**src/tci_map.svh**
```systemverilog
// constants of the transponder command integrity block
// Notes on behaviour
// - In first-family mode every outgoing command, address or data stream gets a check value appended.
// - The check value is eight bits, polynomial x^8+x^4+x^3+x^2+1 (0x1D).
// - The check register is preset to 0xFF before the first bit of each stream.
// - The check covers the command and address fields or the plain data, whichever the stream holds.
// - In crypto mode the check value is passed through the keystream together with the payload.
// - In second-family mode each command is sent twice, the second copy bit-inverted; commands longer than 256 bits are cut to their first 256.
// - The family scheme and matching receive mode follow the software selection.
`ifndef TCI_MAP_SVH
`define TCI_MAP_SVH
`define TCI_CRC_POLY 8'h1D
`define TCI_CRC_PRESET 8'hFF
`define TCI_CRC_W 8
`define TCI_CNT_W 9
`endif

```
**src/tci_pkg.sv**
```systemverilog
// types of the transponder command integrity block
package tci_pkg;
	typedef enum logic [2:0] {
		ST_IDLE = 3'b000,
		ST_PAY = 3'b001,
		ST_CRC = 3'b010,
		ST_INV_WAIT = 3'b011,
		ST_INV = 3'b100
	} tci_state_e;
	typedef enum logic {
		FAM_ONE = 1'b0,
		FAM_TWO = 1'b1
	} tci_family_e;
endpackage : tci_pkg

```
**src/tci_top.sv**
```systemverilog
// reader-side stream protection: crc append or inverted repeat
`timescale 1ns/1ps
`include "tci_map.svh"
module tci_top (
	input wire logic CLK,
	input wire logic SRST,
	input wire logic CE,
	input wire tci_pkg::tci_family_e FAMILY_SEL,
	input wire logic CRYPTO_EN,
	input wire logic KEY_BIT,
	input wire logic START,
	input wire logic [8:0] LEN,
	input wire logic IN_BIT,
	output logic IN_TAKE,
	output logic TX_VALID,
	output logic TX_BIT,
	output logic TX_LAST,
	output logic BUSY,
	output tci_pkg::tci_family_e RX_MODE
);
	import tci_pkg::*;
	// ****************************************
	// state
	// ****************************************
	tci_state_e state_q, state_d;
	logic [8:0] cnt_q, cnt_d;
	logic [8:0] len_q;
	tci_family_e fam_q;
	logic crypto_q;
	logic [255:0] cmd_q;
	logic [7:0] crc;
	wire crc_preset = SRST | (state_q == ST_IDLE);
	wire crc_shift = (state_q == ST_PAY) & (fam_q == FAM_ONE);
	wire last_cnt = (cnt_q == len_q - 9'd1);
	wire [7:0] crc_idx = 8'(`TCI_CRC_W - 1) - 8'(cnt_q);
	wire crc_bit = crc[crc_idx[2:0]];
	wire inv_bit = ~cmd_q[cnt_q[7:0]];
	wire ks = crypto_q & KEY_BIT;
	// receive mode moves together with the latched family so it is settled from the first busy cycle
	wire tci_family_e mode_next = (state_q == ST_IDLE) ? FAMILY_SEL : fam_q;
	tci_crc8 u_crc (
		.CLK(CLK),
		.ce(CE),
		.preset(crc_preset),
		.shift(crc_shift),
		.din(IN_BIT),
		.crc(crc)
	);
	// ****************************************
	// sequencing
	// ****************************************
	always_comb begin
		state_d = state_q;
		cnt_d = cnt_q;
		unique case (state_q)
			ST_IDLE: begin
				cnt_d = 9'h000;
				if (START && LEN != 9'h000) begin
					state_d = ST_PAY;
				end
			end
			ST_PAY: begin
				cnt_d = cnt_q + 9'd1;
				if (last_cnt) begin
					cnt_d = 9'h000;
					state_d = (fam_q == FAM_ONE) ? ST_CRC : ST_INV_WAIT;
				end
			end
			ST_CRC: begin
				cnt_d = cnt_q + 9'd1;
				if (cnt_q == 9'(`TCI_CRC_W - 1)) begin
					state_d = ST_IDLE;
				end
			end
			ST_INV_WAIT: begin
				state_d = ST_INV;
			end
			ST_INV: begin
				cnt_d = cnt_q + 9'd1;
				if (last_cnt) begin
					state_d = ST_IDLE;
				end
			end
			default: begin
				state_d = ST_IDLE;
			end
		endcase
	end
	always_ff @(posedge CLK) begin
		if (SRST) begin
			state_q <= ST_IDLE;
			cnt_q <= 9'h000;
			len_q <= 9'h001;
			fam_q <= FAM_ONE;
			crypto_q <= 1'b0;
			RX_MODE <= FAM_ONE;
		end else if (CE) begin
			state_q <= state_d;
			cnt_q <= cnt_d;
			RX_MODE <= mode_next;
			if (state_q == ST_IDLE) begin
				fam_q <= FAMILY_SEL;
				crypto_q <= CRYPTO_EN;
				if (START) begin
					len_q <= (FAMILY_SEL == FAM_TWO && LEN > 9'd256) ? 9'd256 : LEN;
				end
			end
		end
	end
	// ****************************************
	// output bit path
	// ****************************************
	always_ff @(posedge CLK) begin
		if (SRST) begin
			TX_VALID <= 1'b0;
			TX_BIT <= 1'b0;
			TX_LAST <= 1'b0;
			IN_TAKE <= 1'b0;
			BUSY <= 1'b0;
		end else if (CE) begin
			BUSY <= (state_d != ST_IDLE);
			IN_TAKE <= 1'b0;
			TX_VALID <= 1'b0;
			TX_LAST <= 1'b0;
			unique case (state_q)
				ST_PAY: begin
					IN_TAKE <= 1'b1;
					TX_VALID <= 1'b1;
					TX_BIT <= IN_BIT ^ ks;
					cmd_q[cnt_q[7:0]] <= IN_BIT;
				end
				ST_CRC: begin
					TX_VALID <= 1'b1;
					TX_BIT <= crc_bit ^ ks;
					TX_LAST <= (cnt_q == 9'(`TCI_CRC_W - 1));
				end
				ST_INV: begin
					TX_VALID <= 1'b1;
					TX_BIT <= inv_bit ^ ks;
					TX_LAST <= last_cnt;
				end
				default: begin
				end
			endcase
		end
	end
endmodule : tci_top

```
**src/tci_crc8.sv**
```systemverilog
// serial crc-8 generator, msb first
`timescale 1ns/1ps
`include "tci_map.svh"
module tci_crc8 (
	input wire logic CLK,
	input wire logic ce,
	input wire logic preset,
	input wire logic shift,
	input wire logic din,
	output logic [7:0] crc
);
	logic [7:0] crc_d;
	wire fb = crc[7] ^ din;
	assign crc_d = {crc[6:0], 1'b0} ^ (fb ? `TCI_CRC_POLY : 8'h00);
	always_ff @(posedge CLK) begin
		if (ce) begin
			if (preset) begin
				crc <= `TCI_CRC_PRESET;
			end else if (shift) begin
				crc <= crc_d;
			end
		end
	end
endmodule : tci_crc8

```
**config.mk**
```make
export PLATFORM = sky130hd
export DESIGN_NAME = tci_top
export DESIGN_NICKNAME = d
export VERILOG_FILES = /design/src/tci_pkg.sv /design/src/tci_top.sv /design/src/tci_crc8.sv
export VERILOG_INCLUDE_DIRS = /design/src /design/src/src
export SDC_FILE = /design/constraint.sdc
export NUM_CORES = 1
export LEC_CHECK = 0
export ABC_AREA = 0
export BUFFER_PORTS_ARGS = -buffer_cell sky130_fd_sc_hd__buf_2
export CORE_MARGIN = 2
export CORE_UTILIZATION = 63
export CTS_CLUSTER_SIZE = 30
export DETAILED_ROUTE_END_ITERATION = 8
export PLACE_DENSITY = 0.8
export SLEW_MARGIN = 20
export SYNTH_ARGS = -nofsm -noshare
export SYNTH_HDL_FRONTEND = slang
export SYNTH_SLANG_ARGS = --single-unit
```
**constraint.sdc**
```tcl
create_clock -name CLK -period 7.1 [get_ports CLK]
set_input_delay 0.355 -clock CLK [delete_from_list [all_inputs] [get_ports CLK]]
set_output_delay 0.355 -clock CLK [all_outputs]
set_load 0.005 [all_outputs]
```
# --- Yosys cells after proc, flatten, opt, wreduce, memory -nomap -nowiden ---
# Cells that the tools add are included.
totals:
  mem_count: 0
  reg_bits: 292
  mem_bits_rw: 0
  word_cells: 75
  latchBits: 0
  output_inout_bits: 6
  in_bits: 17
  romBits: 0
classes:
  bitwise: 11
  add_sub_neg: 3
  mul: 0
  n_shift: 0
  n_div: 0
  magnitude_cmp: 4
  n_eq_ne: 6
  n_mux: 22
  n_reduce_logical: 17
op_table:
  columns: ["operator", "n"]
  rows:
  - ["$bwmux W256", 1]
  - ["$pmux W9 S3", 1]
  - ["$mux W9", 2]
  - ["$pmux W3 S5", 1]
  - ["$mux W3", 4]
  - ["$add A9 B1 Y9 const B", 1]
  - ["$eq A9 B3 Y1 const B", 1]
  - ["$eq A9 B9 Y1", 1]
  - ["$gt A9 B9 Y1 const B", 1]
  - ["$lt A8 B9 Y1 const B", 1]
  - ["$reduce_bool A3 Y1", 3]
  - ["$reduce_bool A9 Y1", 1]
  - ["$sub A9 B1 Y9 const B", 1]
  - ["$bmux W1 S8", 1]
  - ["$demux W1 S8", 1]
  - ["$ge A8 B1 Y1 const B", 1]
  - ["$mux W8", 1]
  - ["$reduce_and A2 Y1", 4]
  - ["$xor A8 B8 Y8", 1]
  - ["$eq A3 B2 Y1 const B", 2]
  - ["$mux W1", 6]
  - ["$reduce_and A3 Y1", 2]
  - ["$mux W5", 1]
  - ["$lt A3 B4 Y1 const B", 1]
  - ["other kinds (15)", 23]

# --- Logic depth before layout (Yosys ltp) ---
# Gate-level depths: netlist of the first run.
depth:
  depth_word: 5
  ltp_mapped: 12
  ltp_nobuf: 10

# --- Modules after synthesis ---
# From an unflattened synthesis of the first run, not the netlist that was laid out.
unflattened:
  hier_cells: 1021
  hier_area_um2: 13399.1
modules_own_cells:
  columns: ["mod", "cells_each", "n_inst", "area_per_inst_um2"]
  rows:
  - ["tci_top", 992, 1, 13008.7]
  - ["tci_crc8", 29, 1, 390.4]

# --- Least setup slack after synthesis of the first run ---
# No wires, ideal clock.
synth_path:
  kind: "register to register"
  from: "reg cnt_q[0]"
  to: "reg TX_BIT"
  stages_incl_launch_ff: 10
  t_required_ns: 6.970
  setup_slack_ns: 4.709
  t_arrival_ns: 2.261
  synth_period_minus_slack_ns: 2.391
  cell_sequence: "dfxtp_1 > buf_6 > buf_12 > buf_6 > mux4_2 > mux4_2 > o21ai_1 > a21oi_1 > a311oi_2 > o211ai_1"
synth_between:
  elab_chain_len: 5
  elab_cells_between_ends: 9
  cone_classes: "add/sub (1); mux (5); bitwise (3)"
synth_rtl:
  columns: ["element", "line_no", "text"]
  rows:
  - ["from (decl)", "tci_top.sv:26", "logic [8:0] cnt_q, cnt_d;"]
  - ["from (signal assigned)", "tci_top.sv:99", "cnt_q <= cnt_d;"]
  - ["$bmux W1 S8 or $sub A3 B3 Y3 (tied branches)", "tci_top.sv:37, tci_top.sv:35", null]
  - ["$mux W1 (implied by the code) or $bmux W1 S3 (tied branches)", "tci_top.sv:37, tci_top.sv:36", null]
  - ["$not A1 Y1 or $mux W1 (tied branches)", "tci_top.sv:37, tci_top.sv:36", null]
  - ["$xor A1 B1 Y1, on equally long branches", "tci_top.sv:139, tci_top.sv:134", null]
  - ["$pmux W1 S3 (*)", "tci_top.sv:125", "unique case (state_q)"]
  - ["to (signal assigned)", "tci_top.sv:129", "TX_BIT <= IN_BIT ^ ks;"]
  - ["to (signal assigned)", "tci_top.sv:134", "TX_BIT <= crc_bit ^ ks;"]
  - ["to (signal assigned)", "tci_top.sv:139", "TX_BIT <= inv_bit ^ ks;"]
  - ["to (decl)", "tci_top.sv:16", "output logic TX_BIT,"]
# Mark *: on every way between the ends. The rest lies on a longest branch, timed or not. The select of a mux whose other input is x is not followed.
# A chain may end at the register's enable or synchronous reset.

# --- Worst setup path in the final report of the first run ---
layout_path:
  from: "reg state_q[0]"
  to: "reg cmd_q[250] (enable)"
layout_between:
  elab_chain_len: 2
layout_rtl:
  columns: ["element", "line_no", "text"]
  rows:
  - ["from (decl)", "tci_top.sv:25", "tci_state_e state_q, state_d;"]
  - ["from (signal assigned)", "tci_top.sv:98", "state_q <= state_d;"]
  - ["$eq A3 B1 Y1", "tci_top.sv:125", null]
  - ["$reduce_and A3 Y1 (no line)", null, null]
  - ["to (signal, indexed assignment)", "tci_top.sv:130", "cmd_q[cnt_q[7:0]] <= IN_BIT;"]
  - ["to (decl)", "tci_top.sv:30", "logic [255:0] cmd_q;"]
# No other way between the ends.

==> impl_metrics.csv, run 1 <==
group,metric,value,unit
floorplan,die-area,0.0222,sq mm
grt,grt_max_degree,110,
layout,drive_above_1_share,0.143,
layout,fillers,1447,
timing,fmax,271,MHz
logic_synthesis,synth_most_common_cell,"nor2_1",
critical_path,arrival,3920,ps
power_and_ir_drop,powerDensity,246,mW/mm^2
timing,rsz0062_at_grt,"false",
timing,tightest_slew,1190,ps
layout,multiInputGateArea,0.00434,sq mm
grt,grt_usage,0.273,
logic_synthesis,synth_largest_area_cell,"edfxtp_1",
clocking,clockBufferDepth,3,
power_and_ir_drop,p_seq_frac,0.535,
drt,drt_wl_total,29.8,mm
floorplan,num_io_pins,23,
placed_design,placed_cells,1243,
logic_synthesis,synth_edf_count,264,
clocking,ctsHtreeMaxLevel,1,
power_and_ir_drop,p_leak,4.20,nW
timing,max_slew_margin,0.206,
timing,skew,10.6,ps
grt,overflow,0,
clocking,cts_tree,"yes",
drt,drtAntennaViolNets,0,
layout,instances_no_fill,1297,
run,maxCapViolCount,0,
grt,grt_pass1_vias,8276,
floorplan,initial_core_util,0.636,
placed_design,numPortBuffers,22,
floorplan,rows,53,
timing,hold_viol_final,0,
clocking,holdBufCountCts,0,
grt,grt_pass1_wl,45.5,mm
logic_synthesis,synth_seq_area_share,0.641,
layout,final_nets,1021,
floorplan,die_y,149,um
power_and_ir_drop,power.internal,2.80,mW
timing,fin_tns_setup,0,ps
critical_path,cp-end-kind,"flop",
power_and_ir_drop,clockPowerShare,0.422,
critical_path,required,7330,ps
critical_path,path_max_fanout,16,
logic_synthesis,ys_top_cells_by_count,"nor2_1 (287), edfxtp_1 (264), mux4_2 (70)",
placed_design,dp_hpwl,17.1,mm
layout,syn_to_final_growth,8.20,%
layout,seqCellArea,0.00850,sq mm
placed_design,place_ws,3560,ps
timing,drv_slew,0,
clocking,postCtsSetupRepairBufs,0,
drt,vias_per_cell,6.57,
logic_synthesis,synth.top_cell.area_share,0.599,
timing,postLayoutSetupSlackWorst,3410,ps
logic_synthesis,synth_warnings,0,
floorplan,core_area,0.0208,sq mm
run_status,status,"complete, no violations",
power_and_ir_drop,vdd_drop_max,0.000200,V
clocking,cts_inserted_buffers,29,
drt,via_count,8526,
logic_synthesis,ys_seq_elements,292,
clocking,cts_root_buf,"clkbuf_16",
grt,antenna_found_initial,0,
drt,dr.pass1.iters,5,
critical_path,crit_type,"flop to flop",
min_path,hold_class,"input port to flop",
power_and_ir_drop,power_frac_comb,0.043,
power_and_ir_drop,p_sw_frac,0.208,
critical_path,start_kind,"flop",
drt,route.detailed.drc,0,
drt,wl_per_cell,22.9,um
timing,setup_viol,0,
logic_synthesis,synth-main-ff-cell,"edfxtp_1",
clocking,worstSkewPairLatency,550,ps
logic_synthesis,syn_area_per_cell,13.1,sq um
logic_synthesis,netlist_area,0.0132,sq mm
drt,drt_iter0_drc,991,
clocking,cts_sinks,292,
logic_synthesis,synth_nets,1036,
logic_synthesis,yosysUniqueCellTypes,55,
clocking,ctsResizeCount,0,
floorplan,die_x,149,um
logic_synthesis,async_flop_share,0,
placed_design,gp_congestion,0.822,
logic_synthesis,synthTopCellsByArea,"edfxtp_1 (60%), mux4_2 (12%), nor2_1 (8.1%)",
timing,min_period_over_period,0.520,
clocking,clkTransAtPathRegs,60,ps
layout,n_antenna_cell,0,
timing,min_period,3690,ps
logic_synthesis,syn_inst,1014,
power_and_ir_drop,netSwitchingPower,0.736,mW
cell usage in the layout (no fill, tap or decap), drive strengths merged, types with 4 or more instances in the layout:
cell type / instances
edfxtp: 264
and3: 4
nor2b: 8
nor2: 287
nor4: 6
mux2i: 12
nand3: 48
dfxtp: 28
or3: 7
nor3: 15
inv: 14
nand2: 57
a22oi: 5
mux4: 71
xnor2: 11
a31oi: 8
o21ai: 12
clkbuf: 36
a21oi: 23
xor2: 4
o211ai: 6
and2: 5
buf: 29
clkinv: 16
o31ai: 6
ha: 5
power groups by stage:
stage	combinational, mW	sequential [mW]	clock [mW]
after global placement	0.147	1.93	0
final	0.151	1.89	1.49
after CTS	0.150	1.89	1.50
after global routing	0.164	1.89	1.56
after detailed placement	0.148	1.93	0
after floorplan	0.105	1.92	0
layer usage:
metal	share of wire	global-route usage
met2	0.49	0.443
met3	0.10	0.0489
met4	0.034	0.100
met1	0.37	0.376
met5	0	0
area by class of cell:
class,count,share of cell area
inverter,15,0.00393
clock inverter,18,0.0118
timing repair buffer,29,0.0118
sequential,292,0.593
clock buffer,36,0.0525
multi-input combinational,632,0.303
tap,275,0.0240
sequential cells by signal (all words and copies together), names as in the netlist:
signal / flops
crypto_q: 1
TX_LAST: 1
BUSY: 1
TX_VALID: 1
len_q: 9
fam_q: 1
cmd_q: 256
TX_BIT: 1
cnt_q: 9
state_q: 3
IN_TAKE: 1
u_crc.crc: 8
metrics by stage:
step,power [mW],instance area (sq um),utilization,hold slack (ps)
floorplan,2.03,13200,-,448
global placement,2.07,13400,0.644,453
detailed placement,2.08,13400,0.644,457
CTS,3.54,14300,0.688,56.2
global route,3.62,14300,0.688,83.7
finish,3.53,14300,0.688,67.1
final timing paths:
| path | start | endpoint | slack [ps] | cells past startpoint |
|---|---|---|---|---|
| max reg2reg | state_q[0]$_SDFFE_PP0P_ | cmd_q[250]$_DFFE_PP_ | 3410 | 6 |
| min | CRYPTO_EN | crypto_q$_SDFFE_PP0P_ | 70 | 3 |
| max | state_q[0]$_SDFFE_PP0P_ | cmd_q[250]$_DFFE_PP_ | 3410 | 6 |
| min reg2reg | TX_VALID$_SDFFE_PP0P_ | TX_VALID$_SDFFE_PP0P_ | 470 | 2 |
critical path: stages, from the launching register on:
cell and delay, ps:
dfxtp_1 570, inv_1 170, nor3_1 320, nand2_1 150, nor2_1 670, nand3_1 1070
nor2_1 420
cells by family after synthesis:
| group | share of synthesized area |
|---|---|
| AND/OR/NAND/NOR | 0.143 |
| buffers and inverters | 0.0312 |
| adder cells (fa/ha/maj) | 0.00472 |
| AO/OA/AOI/OAI | 0.0394 |
| multiplexers | 0.131 |
| flip-flops | 0.641 |
| XOR/XNOR | 0.00992 |
Note: power is estimated with default switching activity, not from simulation.
==> inputs of run 2 (changes only) <==
--- a/config.mk
+++ b/config.mk
@@ -9,10 +9,10 @@
 export ABC_AREA = 0
 export BUFFER_PORTS_ARGS = -buffer_cell sky130_fd_sc_hd__buf_2
 export CORE_MARGIN = 2
-export CORE_UTILIZATION = 63
+export CORE_UTILIZATION = 57
 export CTS_CLUSTER_SIZE = 30
 export DETAILED_ROUTE_END_ITERATION = 8
-export PLACE_DENSITY = 0.8
+export PLACE_DENSITY = 0.76
 export SLEW_MARGIN = 20
 export SYNTH_ARGS = -nofsm -noshare
 export SYNTH_HDL_FRONTEND = slang
==> constraint.sdc (replaced) <==
create_clock -name CLK -period 3.07 [get_ports CLK]
set_input_delay 0.1535 -clock CLK [delete_from_list [all_inputs] [get_ports CLK]]
set_output_delay 0.1535 -clock CLK [all_outputs]
set_load 0.005 [all_outputs]
==> impl_metrics.csv, run 2 (synthesis gave the netlist of run 1 again) <==
group,metric,value,unit
run_status,status,"complete, no violations",
floorplan,die_y,156,um
grt,grt_pass1_vias,8208,
power_and_ir_drop,p_total,8.41,mW
clocking,cts_tree,"yes",
drt,dr.pass1.iters,6,
layout,fillers,1571,
drt,route.detailed.drc,0,
critical_path,path_max_fanout,21,
floorplan,die_x,156,um
timing,min_period,2780,ps
timing,drv_slew,0,
clocking,ctsHtreeMaxLevel,1,
critical_path,start_kind,"flop",
timing,skew,13.3,ps
clocking,clkTransAtPathRegs,60,ps
critical_path,crit_type,"flop to flop",
critical_path,path_cells,"buf_4 -> mux4_2 -> mux2i_1 -> nor3_1 -> a2111oi_0 -> o41ai_1 -> a311oi_2 -> o211ai_1",
layout,multiInputGateArea,0.00434,sq mm
grt,grt_pass1_wl,46.1,mm
min_path,hold_class,"input port to flop",
floorplan,num_io_pins,23,
floorplan,die-area,0.0245,sq mm
layout,utilization,0.658,
power_and_ir_drop,powerDensity,563,mW/mm^2
clocking,postCtsSetupRepairBufs,0,
placed_design,numPortBuffers,22,
placed_design,dp_hpwl,18.5,mm
drt,wl_per_cell,21.8,um
layout,seqCellArea,0.00850,sq mm
drt,drtAntennaViolNets,0,
layout,largest_reg_flops,256,
layout,layout_commonest_cell,"nor2_1",
layout,syn_to_final_growth,12.8,%
drt,via_count,8448,
clocking,cts_inserted_buffers,30,
timing,min_period_over_period,0.904,
drt,vias_per_cell,6.19,
run,maxCapViolCount,0,
timing,setup_viol,0,
critical_path,required,3500,ps
clocking,clockBufferDepth,3,
power_and_ir_drop,p_leak,4.51,nW
drt,drt_iter0_drc,1022,
power_and_ir_drop,vdd_drop_max,0.000557,V
critical_path,slowest_stage,"dfxtp_4",
timing,fmax,360,MHz
grt,antenna_found_initial,0,
timing,hold_viol_final,0,
placed_design,gp_congestion,0.945,
layout,layout_common_cells,"nor2_1 (287), edfxtp_1 (264), mux4_2 (70)",
timing,tightest_slew,808,ps
clocking,cts_root_buf,"clkbuf_16",
clocking,cts_sinks,292,
critical_path,cp-end-kind,"flop",
drt,drt_wl_total,29.8,mm
timing,fin_tns_setup,0,ps
timing,whs,35.8,ps
timing,rsz0062_at_grt,"false",
timing,max_slew_margin,0.460,
floorplan,rows,55,
layout,final_nets,1078,
clocking,worstSkewPairLatency,560,ps
grt,overflow,0,
floorplan,initial_core_util,0.583,
floorplan,core_area,0.0227,sq mm
critical_path,arrival,3200,ps
grt,grt_usage,0.249,
grt,grt_max_degree,221,
layout,drive_above_1_share,0.184,
layout,n_antenna_cell,0,
critical_path,critical-path-max-stage-delay,590,ps
-- run 2: cell types whose count changed in the layout (fill, tap and decap cells not counted), moves of 4 or more --
| cell | before | now |
|---|---|---|
| buf_12 | 0 | 4 |
| clkbuf_8 | 0 | 5 |
| clkbuf_1 | 7 | 3 |
| clkinv_1 | 11 | 7 |
| dlygate4sd3_1 | 0 | 13 |
| buf_4 | 7 | 46 |
-- run 2: final timing paths --
kind	start	end	slack (ps)	depth (start not counted)
worst max register to register	cnt_q[0]$_SDFFE_PP0P_	TX_BIT$_SDFFE_PP0P_	290	8
worst min register to register	IN_TAKE$_SDFFE_PP0P_	IN_TAKE$_SDFFE_PP0P_	460	2
worst min-delay path	START	state_q[0]$_SDFFE_PP0P_	40	4
worst max-delay path	cnt_q[0]$_SDFFE_PP0P_	TX_BIT$_SDFFE_PP0P_	290	8
-- run 2: area by class of cell --
type | count | share of cell area
tap | 285 | 0.0239
timing repair buffer | 85 | 0.0450
inverter | 15 | 0.00377
clock inverter | 18 | 0.0124
sequential | 292 | 0.569
multi-input combinational | 632 | 0.291
clock buffer | 38 | 0.0556
-- run 2: where the power goes --
group	internal (mW)	switching (mW)
Sequential	4.35	0.0331
Combinational	0.153	0.207
Clock	2.17	1.50
-- run 2: stage by stage --
step | std cells | cell area (sq um) | worst slack (ps)
6_report | 1365 | 14900 | 294
5_1_grt | 1365 | 14900 | 177
4_1_cts | 1365 | 14900 | 254
3_5_place_dp | 1296 | 13800 | 268
3_3_place_gp | 1296 | 13800 | 303
2_1_floorplan | 1014 | 13200 | 679
-- run 2: timing repair --
item | CTS | global route
gates resized for setup | 0 | 0
endpoints found under the hold margin | 48 | 0
hold buffers | 13 | 0
-- run 2: critical path: cells and delay by family, from the launching register on --
kind / cells / cell delay [ps]
compound gates: 4 / 990
buf+inv: 1 / 290
flops: 1 / 590
mux: 2 / 720
simple gates: 1 / 60
-- run 2: routing by layer --
layer	global-route usage	routed length, um	vias to the layer above
li1	-	-	3814
met1	0.348	12000	4181
met2	0.409	14500	383
met3	0.0379	2520	70
met4	0.0813	842	0
met5	0	0	-
